$ cat config.mk
export PLATFORM = sky130hd
export DESIGN_NAME = apsc_top
export DESIGN_NICKNAME = d
export VERILOG_FILES = /design/src/rtl/apsc_pkg.sv /design/src/rtl/apsc_top.sv /design/src/rtl/apsc_pin_swap.sv /design/src/rtl/apsc_od_pullup.sv
export VERILOG_INCLUDE_DIRS = /design/src /design/src/rtl
export SDC_FILE = /design/constraint.sdc
export NUM_CORES = 1
export LEC_CHECK = 0
export BUFFER_PORTS_ARGS = -buffer_cell sky130_fd_sc_hd__buf_2
export CAP_MARGIN = 20
export CORE_UTILIZATION = 23
export CTS_CLUSTER_DIAMETER = 60
export DETAILED_ROUTE_END_ITERATION = 7
export PLACE_DENSITY_LB_ADDON = 0.25
export SETUP_SLACK_MARGIN = 0.3
export SYNTH_ARGS = -nofsm -noshare
export SYNTH_HDL_FRONTEND = slang
export SYNTH_SLANG_ARGS = --single-unit
$ cat constraint.sdc
create_clock -name clk -period 1.33 [get_ports clk]
set_clock_uncertainty 0.05 [all_clocks]
set_input_delay 0.0665 -clock clk [delete_from_list [all_inputs] [get_ports clk]]
set_output_delay 0.0665 -clock clk [all_outputs]
set_load 0.05 [all_outputs]
$ cat src/rtl/apsc_regs.svh
`ifndef APSC_REGS_SVH
`define APSC_REGS_SVH

// Register indices; byte address is four times the index
`define APSC_CTRL_IDX 10'h08e
`define APSC_FLAGS_IDX 10'h0a2

// aux_pin_control fields
`define APSC_IRQ2_HIGH_BIT 6
`define APSC_SWAP_A_BIT 5
`define APSC_SWAP_B_BIT 3
`define APSC_PU_B_BIT 1
`define APSC_PU_A_BIT 0
`define APSC_CTRL_MASK 8'h6b
`define APSC_CTRL_RESET 8'h00

// aux_user_flags fields
`define APSC_FLAG2_BIT 3
`define APSC_FLAGS_MASK 8'h08
`define APSC_FLAGS_RESET 8'h00

`endif

$ cat src/rtl/apsc_pkg.sv
package apsc_pkg;

   typedef logic [7:0] apsc_byte_t;

   typedef enum logic [0:0] {
      APSC_IDLE,
      APSC_ACCESS
   } apsc_apb_e;

endpackage

$ cat src/rtl/apsc_top.sv
// What this block does
// - Irq2 polarity: 1 high/rising, 0 low/falling
// - Swap A exchanges pin_p15 and pin_p35 functions
// - Swap B puts pin_p43 function on pin_p13
// - pin_p43 takes pin_p13 function only with oscillator
// - Bit 1 connects pull-up on pin_p11
// - Bit 0 connects pull-up on pin_p10
// - Default open-drain, no pull-up; bits independent
// - user_flag_two: plain storage bit, reset zero
//
// Implementation choice: the APB slave port.
`timescale 1ns/1ps
`include "apsc_regs.svh"

module apsc_top
   import apsc_pkg::*;
(
   input wire logic clk, // System clock
   input wire logic resetn, // Synchronous reset, active low
   input wire logic psel, // APB select
   input wire logic penable, // APB enable
   input wire logic pwrite, // APB direction
   input wire logic [11:0] paddr, // APB byte address
   input wire logic [31:0] pwdata, // APB write data
   input wire logic [3:0] pstrb, // APB byte strobes
   output logic [31:0] prdata, // APB read data
   output logic pready, // APB ready
   output logic pslverr, // APB error on unmapped address
   input wire logic int_osc_en, // Internal oscillator in use
   input wire logic gpio_p15_out, // Port function of pin_p15
   input wire logic gpio_p15_oe, // Its enable
   output logic gpio_p15_in, // Its input
   input wire logic gpio_p35_out, // Port function of pin_p35
   input wire logic gpio_p35_oe, // Its enable
   output logic timer_one_input, // Timer one count input
   input wire logic gpio_p13_out, // Port function of pin_p13
   input wire logic gpio_p13_oe, // Its enable
   output logic gpio_p13_in, // Its input
   input wire logic gpio_p43_out, // Port function of pin_p43
   input wire logic gpio_p43_oe, // Its enable
   output logic irq2_level, // Irq2 asserted level, registered
   output logic irq2_edge, // Irq2 active edge, one-cycle pulse
   input wire logic port_p10_low, // Port drives pin_p10 low
   output logic port_p10_in, // pin_p10 level to port
   input wire logic port_p11_low, // Port drives pin_p11 low
   output logic port_p11_in, // pin_p11 level to port
   input wire logic pin_p15_in, // Pin level
   output logic pin_p15_out, // Pin drive value
   output logic pin_p15_oe, // Pin drive enable
   input wire logic pin_p35_in, // Pin level
   output logic pin_p35_out, // Pin drive value
   output logic pin_p35_oe, // Pin drive enable
   input wire logic pin_p13_in, // Pin level
   output logic pin_p13_out, // Pin drive value
   output logic pin_p13_oe, // Pin drive enable
   input wire logic pin_p43_in, // Pin level
   output logic pin_p43_out, // Pin drive value
   output logic pin_p43_oe, // Pin drive enable
   input wire logic pin_p10_in, // Pin level
   output logic pin_p10_out, // Pin drive value
   output logic pin_p10_oe, // Pin drive enable
   output logic pin_p10_pullup, // Pull-up connected
   input wire logic pin_p11_in, // Pin level
   output logic pin_p11_out, // Pin drive value
   output logic pin_p11_oe, // Pin drive enable
   output logic pin_p11_pullup // Pull-up connected
);

   apsc_byte_t ctrl_ff;
   apsc_byte_t flags_ff;
   apsc_apb_e state_ff;
   logic [31:0] prdata_ff;
   logic hit_ctrl;
   logic hit_flags;
   logic setup;
   logic access;
   logic wr_en;
   logic irq2_src;
   logic irq2_act;
   logic irq2_prev_ff;
   logic irq2_level_ff;
   logic irq2_edge_ff;
   logic swap_a;
   logic swap_b;

   // Decode
   assign hit_ctrl = paddr == {`APSC_CTRL_IDX, 2'b00};
   assign hit_flags = paddr == {`APSC_FLAGS_IDX, 2'b00};
   assign setup = psel && !penable;
   // An access phase with no setup before it gets no answer
   assign access = psel && penable && state_ff == APSC_ACCESS;
   // Only lane 0 carries data; upper lanes hold nothing
   assign wr_en = access && pwrite && pstrb[0];

   // Zero wait states: read data is captured in the setup cycle
   assign pready = access;
   assign pslverr = access && !hit_ctrl && !hit_flags;
   assign prdata = prdata_ff;

   always_ff @(posedge clk)
   begin
      if (!resetn)
         state_ff <= APSC_IDLE;
      else
      begin
         case (state_ff)
            APSC_IDLE:
               if (setup)
                  state_ff <= APSC_ACCESS;
            APSC_ACCESS:
               if (!setup)
                  state_ff <= APSC_IDLE;
            default:
               state_ff <= APSC_IDLE;
         endcase
      end
   end

   // Reserved bits are never stored, so they always read zero
   always_ff @(posedge clk)
   begin
      if (!resetn)
         ctrl_ff <= `APSC_CTRL_RESET;
      else if (wr_en && hit_ctrl)
         ctrl_ff <= pwdata[7:0] & `APSC_CTRL_MASK;
   end

   always_ff @(posedge clk)
   begin
      if (!resetn)
         flags_ff <= `APSC_FLAGS_RESET;
      else if (wr_en && hit_flags)
         flags_ff <= pwdata[7:0] & `APSC_FLAGS_MASK;
   end

   always_ff @(posedge clk)
   begin
      if (!resetn)
         prdata_ff <= 32'h0000_0000;
      else if (setup && !pwrite)
      begin
         case (1'b1)
            hit_ctrl: prdata_ff <= {24'h00_0000, ctrl_ff};
            hit_flags: prdata_ff <= {24'h00_0000, flags_ff};
            default: prdata_ff <= 32'h0000_0000;
         endcase
      end
   end

   assign swap_a = ctrl_ff[`APSC_SWAP_A_BIT];
   assign swap_b = ctrl_ff[`APSC_SWAP_B_BIT];

   // Pair A: timer one input follows pin_p35 function wherever it sits
   apsc_pin_swap u_swap_a (
      .en_a_to_b (swap_a),
      .en_b_to_a (swap_a),
      .fn_a_out (gpio_p15_out),
      .fn_a_oe (gpio_p15_oe),
      .fn_a_in (gpio_p15_in),
      .fn_b_out (gpio_p35_out),
      .fn_b_oe (gpio_p35_oe),
      .fn_b_in (timer_one_input),
      .pin_a_in (pin_p15_in),
      .pin_a_out (pin_p15_out),
      .pin_a_oe (pin_p15_oe),
      .pin_b_in (pin_p35_in),
      .pin_b_out (pin_p35_out),
      .pin_b_oe (pin_p35_oe)
   );

   // Pair B: pin_p43 is only free when the crystal input is unused
   apsc_pin_swap u_swap_b (
      .en_a_to_b (swap_b && int_osc_en),
      .en_b_to_a (swap_b),
      .fn_a_out (gpio_p13_out),
      .fn_a_oe (gpio_p13_oe),
      .fn_a_in (gpio_p13_in),
      .fn_b_out (gpio_p43_out),
      .fn_b_oe (gpio_p43_oe),
      .fn_b_in (irq2_src),
      .pin_a_in (pin_p13_in),
      .pin_a_out (pin_p13_out),
      .pin_a_oe (pin_p13_oe),
      .pin_b_in (pin_p43_in),
      .pin_b_out (pin_p43_out),
      .pin_b_oe (pin_p43_oe)
   );

   apsc_od_pullup u_pu_a (
      .pullup_en (ctrl_ff[`APSC_PU_A_BIT]),
      .drive_low (port_p10_low),
      .pin_in (pin_p10_in),
      .pin_out (pin_p10_out),
      .pin_oe (pin_p10_oe),
      .pullup_on (pin_p10_pullup),
      .port_in (port_p10_in)
   );

   apsc_od_pullup u_pu_b (
      .pullup_en (ctrl_ff[`APSC_PU_B_BIT]),
      .drive_low (port_p11_low),
      .pin_in (pin_p11_in),
      .pin_out (pin_p11_out),
      .pin_oe (pin_p11_oe),
      .pullup_on (pin_p11_pullup),
      .port_in (port_p11_in)
   );

   // Normalise polarity so downstream sees active high
   assign irq2_act = irq2_src ^ !ctrl_ff[`APSC_IRQ2_HIGH_BIT];

   // Prev starts at 1 so a pin already active at reset gives no edge
   always_ff @(posedge clk)
   begin
      if (!resetn)
         irq2_prev_ff <= 1'b1;
      else
         irq2_prev_ff <= irq2_act;
   end

   always_ff @(posedge clk)
   begin
      if (!resetn)
      begin
         irq2_level_ff <= 1'b0;
         irq2_edge_ff <= 1'b0;
      end
      else
      begin
         irq2_level_ff <= irq2_act;
         irq2_edge_ff <= irq2_act && !irq2_prev_ff;
      end
   end

   assign irq2_level = irq2_level_ff;
   assign irq2_edge = irq2_edge_ff;

   a_irq2_polarity: assert property (
      @(posedge clk) disable iff (!resetn)
      $past(resetn) |-> irq2_level == ($past(irq2_src)
         ^ !$past(ctrl_ff[`APSC_IRQ2_HIGH_BIT])))
      else $error("irq2 level does not follow selected polarity");

   a_irq2_edge_once: assert property (
      @(posedge clk) disable iff (!resetn)
      irq2_edge |=> !irq2_edge)
      else $error("irq2 edge pulse lasted more than one cycle");

   a_swap_a_timer: assert property (
      @(posedge clk) disable iff (!resetn)
      timer_one_input == (swap_a ? pin_p15_in : pin_p35_in))
      else $error("timer one input taken from wrong pin");

   a_swap_a_drive: assert property (
      @(posedge clk) disable iff (!resetn)
      swap_a |-> pin_p35_out == gpio_p15_out
         && pin_p15_oe == gpio_p35_oe)
      else $error("swap A pin drive not exchanged");

   a_swap_b_irq: assert property (
      @(posedge clk) disable iff (!resetn)
      irq2_src == (swap_b ? pin_p13_in : pin_p43_in))
      else $error("irq2 source taken from wrong pin");

   a_swap_b_drive: assert property (
      @(posedge clk) disable iff (!resetn)
      swap_b |-> pin_p13_out == gpio_p43_out
         && pin_p13_oe == gpio_p43_oe)
      else $error("pin_p13 does not carry the pin_p43 function");

   a_p43_osc_gate: assert property (
      @(posedge clk) disable iff (!resetn)
      (swap_b && !int_osc_en) |-> !pin_p43_oe)
      else $error("pin_p43 driven without internal oscillator");

   a_p43_osc_drive: assert property (
      @(posedge clk) disable iff (!resetn)
      (swap_b && int_osc_en) |-> pin_p43_out == gpio_p13_out
         && pin_p43_oe == gpio_p13_oe)
      else $error("pin_p43 does not carry the pin_p13 function");

   a_pullup_b_bit: assert property (
      @(posedge clk) disable iff (!resetn)
      (wr_en && hit_ctrl) |=> pin_p11_pullup
         == $past(pwdata[`APSC_PU_B_BIT]))
      else $error("pin_p11 pull-up does not follow written bit");

   a_pullup_a_bit: assert property (
      @(posedge clk) disable iff (!resetn)
      (wr_en && hit_ctrl) |=> pin_p10_pullup
         == $past(pwdata[`APSC_PU_A_BIT]))
      else $error("pin_p10 pull-up does not follow written bit");

   a_od_default: assert property (
      @(posedge clk)
      !resetn |=> !pin_p10_pullup && !pin_p11_pullup
         && !pin_p10_out && !pin_p11_out)
      else $error("open-drain pins not in default state after reset");

   a_od_drive_low: assert property (
      @(posedge clk) disable iff (!resetn)
      pin_p10_oe == port_p10_low && pin_p11_oe == port_p11_low)
      else $error("open-drain pin drive does not follow port request");

   // Write, one idle cycle, then a read setup of the same register
   a_flag_storage: assert property (
      @(posedge clk) disable iff (!resetn)
      (wr_en && hit_flags) ##2 (setup && !pwrite && hit_flags)
         |=> prdata[7:0] == ($past(pwdata[7:0], 3)
         & `APSC_FLAGS_MASK))
      else $error("user flag does not read back as written");

   a_flag_reserved: assert property (
      @(posedge clk) disable iff (!resetn)
      (flags_ff & ~`APSC_FLAGS_MASK) == 8'h00)
      else $error("reserved flag bits hold a value");

endmodule

$ cat src/rtl/apsc_pin_swap.sv
`timescale 1ns/1ps

// Exchanges the functions of two pins; each direction enabled on its own
module apsc_pin_swap (
   input wire logic en_a_to_b, // Function A moves to pin B
   input wire logic en_b_to_a, // Function B moves to pin A
   input wire logic fn_a_out, // Function A output value
   input wire logic fn_a_oe, // Function A output enable
   output logic fn_a_in, // Function A input value
   input wire logic fn_b_out, // Function B output value
   input wire logic fn_b_oe, // Function B output enable
   output logic fn_b_in, // Function B input value
   input wire logic pin_a_in, // Pin A level
   output logic pin_a_out, // Pin A drive value
   output logic pin_a_oe, // Pin A drive enable
   input wire logic pin_b_in, // Pin B level
   output logic pin_b_out, // Pin B drive value
   output logic pin_b_oe // Pin B drive enable
);

   always_comb
   begin
      // A pin that lost its function and gained none stays undriven
      pin_a_out = 1'b0;
      pin_a_oe = 1'b0;
      if (en_b_to_a)
      begin
         pin_a_out = fn_b_out;
         pin_a_oe = fn_b_oe;
      end
      else if (!en_a_to_b)
      begin
         pin_a_out = fn_a_out;
         pin_a_oe = fn_a_oe;
      end
   end

   always_comb
   begin
      pin_b_out = 1'b0;
      pin_b_oe = 1'b0;
      if (en_a_to_b)
      begin
         pin_b_out = fn_a_out;
         pin_b_oe = fn_a_oe;
      end
      else if (!en_b_to_a)
      begin
         pin_b_out = fn_b_out;
         pin_b_oe = fn_b_oe;
      end
   end

   assign fn_a_in = en_a_to_b ? pin_b_in : pin_a_in;
   assign fn_b_in = en_b_to_a ? pin_a_in : pin_b_in;

endmodule

$ cat src/rtl/apsc_od_pullup.sv
`timescale 1ns/1ps

// Open-drain pin: drives low only, optional pull-up
module apsc_od_pullup (
   input wire logic pullup_en, // Pull-up enable bit
   input wire logic drive_low, // Port asks the pin low
   input wire logic pin_in, // Pin level
   output logic pin_out, // Pin drive value
   output logic pin_oe, // Pin drive enable
   output logic pullup_on, // Pull-up resistor connected
   output logic port_in // Level back to the port
);

   // N-channel only: never drives high
   assign pin_out = 1'b0;
   assign pin_oe = drive_low;
   assign pullup_on = pullup_en;
   assign port_in = pin_in;

endmodule

After elaboration in Yosys (flattened, before gate mapping):

Cells that the tools add are included.

* muxes and demuxes: 19
* divide/modulo/power cells: 0
* eq/ne operators: 2
* order comparisons: 0
* bitwise gates (word level): 1
* reductions and logical operators: 18
* shift-type cells: 0
* add/sub/neg operators: 0
* multipliers: 0

Operators with widths (count)
* $eq A12 B10 Y1 const B: 2
* $mux W1: 17
* $logic_and A1 B1 Y1: 12
* $mux W7: 1
* $logic_not A1 Y1: 6
* $mux W4: 1
* $xor A1 B1 Y1: 1

* memory bits (writable): 0
* word-level logic and storage cells: 47
* register bits after elaboration: 42
* bits in latches: 0
* memories: 0
* ROM bits: 0
* bits of input ports: 70
* output and inout port bits: 55

Depth between registers and ports, before layout:

* depth after elaboration: 5
* depth in mapped cells: 5
* depth with buffers taken out: 4

Cells and area by module:

Synthesis repeated with hierarchy kept, for this count alone.

* cells, all modules: 120
* area, all modules: 1077.3 µm²

Modules (own cells, without submodules)
* apsc_top: area each 869.6 µm², instances 1, seq. area each 300.3 µm², cells each 92
* apsc_pin_swap: area each 70.1 µm², instances 2, seq. area each 0.0 µm², cells each 9
* apsc_od_pullup: area each 33.8 µm², instances 2, seq. area each 0.0 µm², cells each 5

Worst setup path before layout:

No wires, ideal clock.

* kind: register to output
* start point: register ctrl_ff[3]
* end point: output port pin_p43_oe
* arrival: 1.601 ns
* cell stages (with the launch flop): 3
* path buffers: 1
* data required time: 1.214 ns
* slack: -0.387 ns
* cells stage by stage: dfxtp_1 clkbuf_1 o21ai_0

* word-level cells in the longest chain between the ends: 2
* elaborated cells on any way between the ends: 3
* those cells by class: 2 x mux; 1 x reduce/logical

Ends and longest elaborated chain
* start: declaration: RTL line apsc_top.sv:69 `apsc_byte_t ctrl_ff;`
* start signal: assignment: RTL line apsc_top.sv:123 `` ctrl_ff <= `APSC_CTRL_RESET; ``
* start signal: assignment: RTL line apsc_top.sv:125 `` ctrl_ff <= pwdata[7:0] & `APSC_CTRL_MASK; ``
* $mux W1 or $logic_and A1 B1 Y1 (tied branches): RTL line apsc_pin_swap.sv:47, apsc_top.sv:173
* $mux W1 *: RTL line apsc_pin_swap.sv:42 `if (en_a_to_b)`
* end: declaration: RTL line apsc_top.sv:58 `output logic pin_p43_oe,`

Every way passes the cells marked *; elsewhere a longest branch is shown, timed or not.

Final worst setup path:

* start point: register ctrl_ff[3]
* end point: output port pin_p13_out

* word-level cells in the longest chain between the ends: 3

Ends and longest elaborated chain
* $logic_and A1 B1 Y1: RTL line apsc_top.sv:173 `.en_a_to_b (swap_b && int_osc_en),`
* $mux W1: RTL line apsc_pin_swap.sv:31 `else if (!en_a_to_b)`
* $mux W1 *: RTL line apsc_pin_swap.sv:26 `if (en_b_to_a)`
* end: declaration: RTL line apsc_top.sv:54 `output logic pin_p13_out,`

Marked as above.

==> results_dict.tcl <==
set metrics [dict create \
    fin_crit_sh 0.971 \
    final_cells 232 \
    ys_types 26 \
    finish.net_count 251 \
    yosysSeqAreaShare 0.286 \
    clock-sinks 15 \
    synth.top_cells.by_area "dfxtp_1 (29%), buf_4 (24%), mux2_2 (9.7%)" \
    hold_depth 3 \
    syn_avg_cell_area_sq_um 8.90 \
    combPwrFrac 0.353 \
    die-area_sq_um 4840 \
    path_clk_slew_ps 60 \
    initial_utilization 0.239 \
    drv_slew 0 \
    holdCritPathClass "input pin to flop" \
    routed_wl_mm 2.28 \
    intPower_uw 779 \
    die_y_microns 69.6 \
    first_iter_violations 17 \
    ir_drop_mv 0.399 \
    drtAntennaViolNets 0 \
    cts-hold-fix-buffers 0 \
    start_kind "flop" \
    drc_errors 0 \
    status "completed" \
    final_layout_size_suffix_gt1_frac 0.533 \
    cts-root-buf "clkbuf_8" \
    max_cap_viol_count 0 \
    sequentialPowerShare 0.359 \
    cts_tree "done" \
    grt_pass1_vias 853 \
    synthDominantCellAreaShare 0.286 \
    crit_path_end_kind "output pin" \
    die_w_microns 69.6 \
    path_cells "buf_6, mux2_4, buf_8" \
    dr.pass1.iters 3 \
    antennaDiodeCount 0 \
    syn2layout_area_growth_pct 53.5 \
    fin_crit_ps 1290 \
    layout_commonest_cell "buf_2" \
    multi_input_area_sq_um 684 \
    grt_first_pass_wirelength_mm 3.66 \
    crit_slowest_cell "dfxtp_4" \
    final_cell_mix "buf_2 (42), conb_1 (29), nand2_1 (17)" \
    p_clk_frac 0.288 \
    post-route-util 0.368 \
    clk_path_buf_depth 2 \
    path_class "flop to output pin" \
    htreeDepth 1 \
    netlist_area_sq_um 1050 \
    insertion_delay_ps 240 \
    ys_warn_count 0 \
    finalHoldViolCount 0 \
    grt.overflow.total 0 \
    io-pin-count 125 \
    grt_start_max_net_pins 15 \
    place_inst 224 \
    cp.required_ps 1210 \
    port_buffers 57 \
    antenna_found_initial 0 \
    place_hpwl_mm 1.79 \
    dr_total_vias 931 \
    core_sq_um 4380 \
    fin_setup_tns_ps 0 \
    r2r_cells 5 \
    placementRows 24 \
    leakagePower_uw 0.000807 \
    syn_inst 118 \
    ys_ff_latch 15 \
    cts_buffers 3 \
    switching_share 0.384 \
    grt_usage 0.0921 \
    powerDensity_nw_per_um2 785 \
    seqCellArea_sq_um 307 \
    setup_viol_count_final 0 \
    hold_slack_ps 9.10 \
    grt_setup_unrepaired "yes" \
    critPathMaxStageDelay_ps 370 \
    fillCellCount 444 \
    gp_congestion 0.660 \
    max_freq_mhz 774 \
    yosys.area.top_type "dfxtp_1" \
    vias_per_cell 4.01 \
    p_switching_uw 486 \
    cp.arrival_ps 1170 \
    wire_per_inst_microns 9.82 \
    cp_max_fo 6 \
]
[path summary, 6_finish.rpt]
check	end	from	slack [ps]
hold / removal	ctrl_ff[5]$_SDFFE_PN0P_	pwdata[5]	9
setup reg to reg	ctrl_ff[3]$_SDFFE_PN0P_	state_ff$_SDFF_PN0_	120
hold reg to reg	irq2_edge$_SDFF_PN0_	irq2_prev_ff$_SDFF_PN1_	340
setup / recovery	pin_p13_out	ctrl_ff[3]$_SDFFE_PN0P_	40
[power by group through the flow]
| stage | combinational (uW) | clock [uW] | sequential (uW) |
|---|---|---|---|
| 2_1_floorplan | 406 | 0 | 476 |
| 3_3_place_gp | 405 | 0 | 467 |
| 3_5_place_dp | 406 | 0 | 467 |
| 4_1_cts | 441 | 375 | 455 |
| 5_1_grt | 469 | 402 | 455 |
| 6_report | 447 | 364 | 455 |
[worst max-delay path, delay by kind of cell, from the launching register on]
family                 cells  cell delay (ps)
DFF                        1              370
buffers and inverters      2              270
muxes                      1              300
[what timing repair did]
action                     4_1_cts  5_1_grt
gates resized for setup         39        5
setup endpoints to repair       27       27
buffers inserted                 2        2
pin swaps                        3        8
[metrics by stage]
stage | setup WS [ps] | total power [uW] | cell area [sq um]
CTS | 39.1 | 1270 | 1570
floorplan | 20.4 | 882 | 1230
finish | 38.7 | 1270 | 1610
detailed placement | 33.7 | 873 | 1380
global placement | 47.1 | 872 | 1380
global route | 4.09 | 1330 | 1610
[cells in the mapped netlist, drive strengths merged]
master and number:
a21oi 1, a32o 4, a32oi 1, and3 1, and3b 1, buf 33
clkbuf 4, conb 1, dfxtp 15, inv 4, mux2 9, mux2i 7
nand2 17, nand3 4, nand3b 1, nor2 3, nor2b 2, nor3 2
nor3b 3, nor4b 1, o21ai 2, o32ai 1, xor2 1
[layer usage]
layer / routed length [microns] / GRT usage
met5: 0 / 0
met2: 1040 / 0.161
met4: 12 / 0.0227
met1: 997 / 0.106
met3: 227 / 0.0334
[cell type report]
type / instances / area share
multi-input combinational: 90 / 0.425
timing repair buffer: 67 / 0.307
sequential: 15 / 0.190
tap: 52 / 0.0404
clock buffer: 3 / 0.0256
inverter: 4 / 0.00932
clock inverter: 1 / 0.00311
[flip-flops by register name, summed over array words and instances, names as in the netlist]
register / cells
irq2_prev_ff: 1
state_ff: 1
flags_ff: 1
prdata: 5
irq2_level: 1
irq2_edge: 1
ctrl_ff: 5
[cells by family after synthesis]
group	synth area share
mux	0.163
buf+inv	0.265
compound gates	0.0691
other cells	0.00357
simple gates	0.205
flops	0.286
xor+xnor	0.00834
Power figures use the tool's default switching activity.
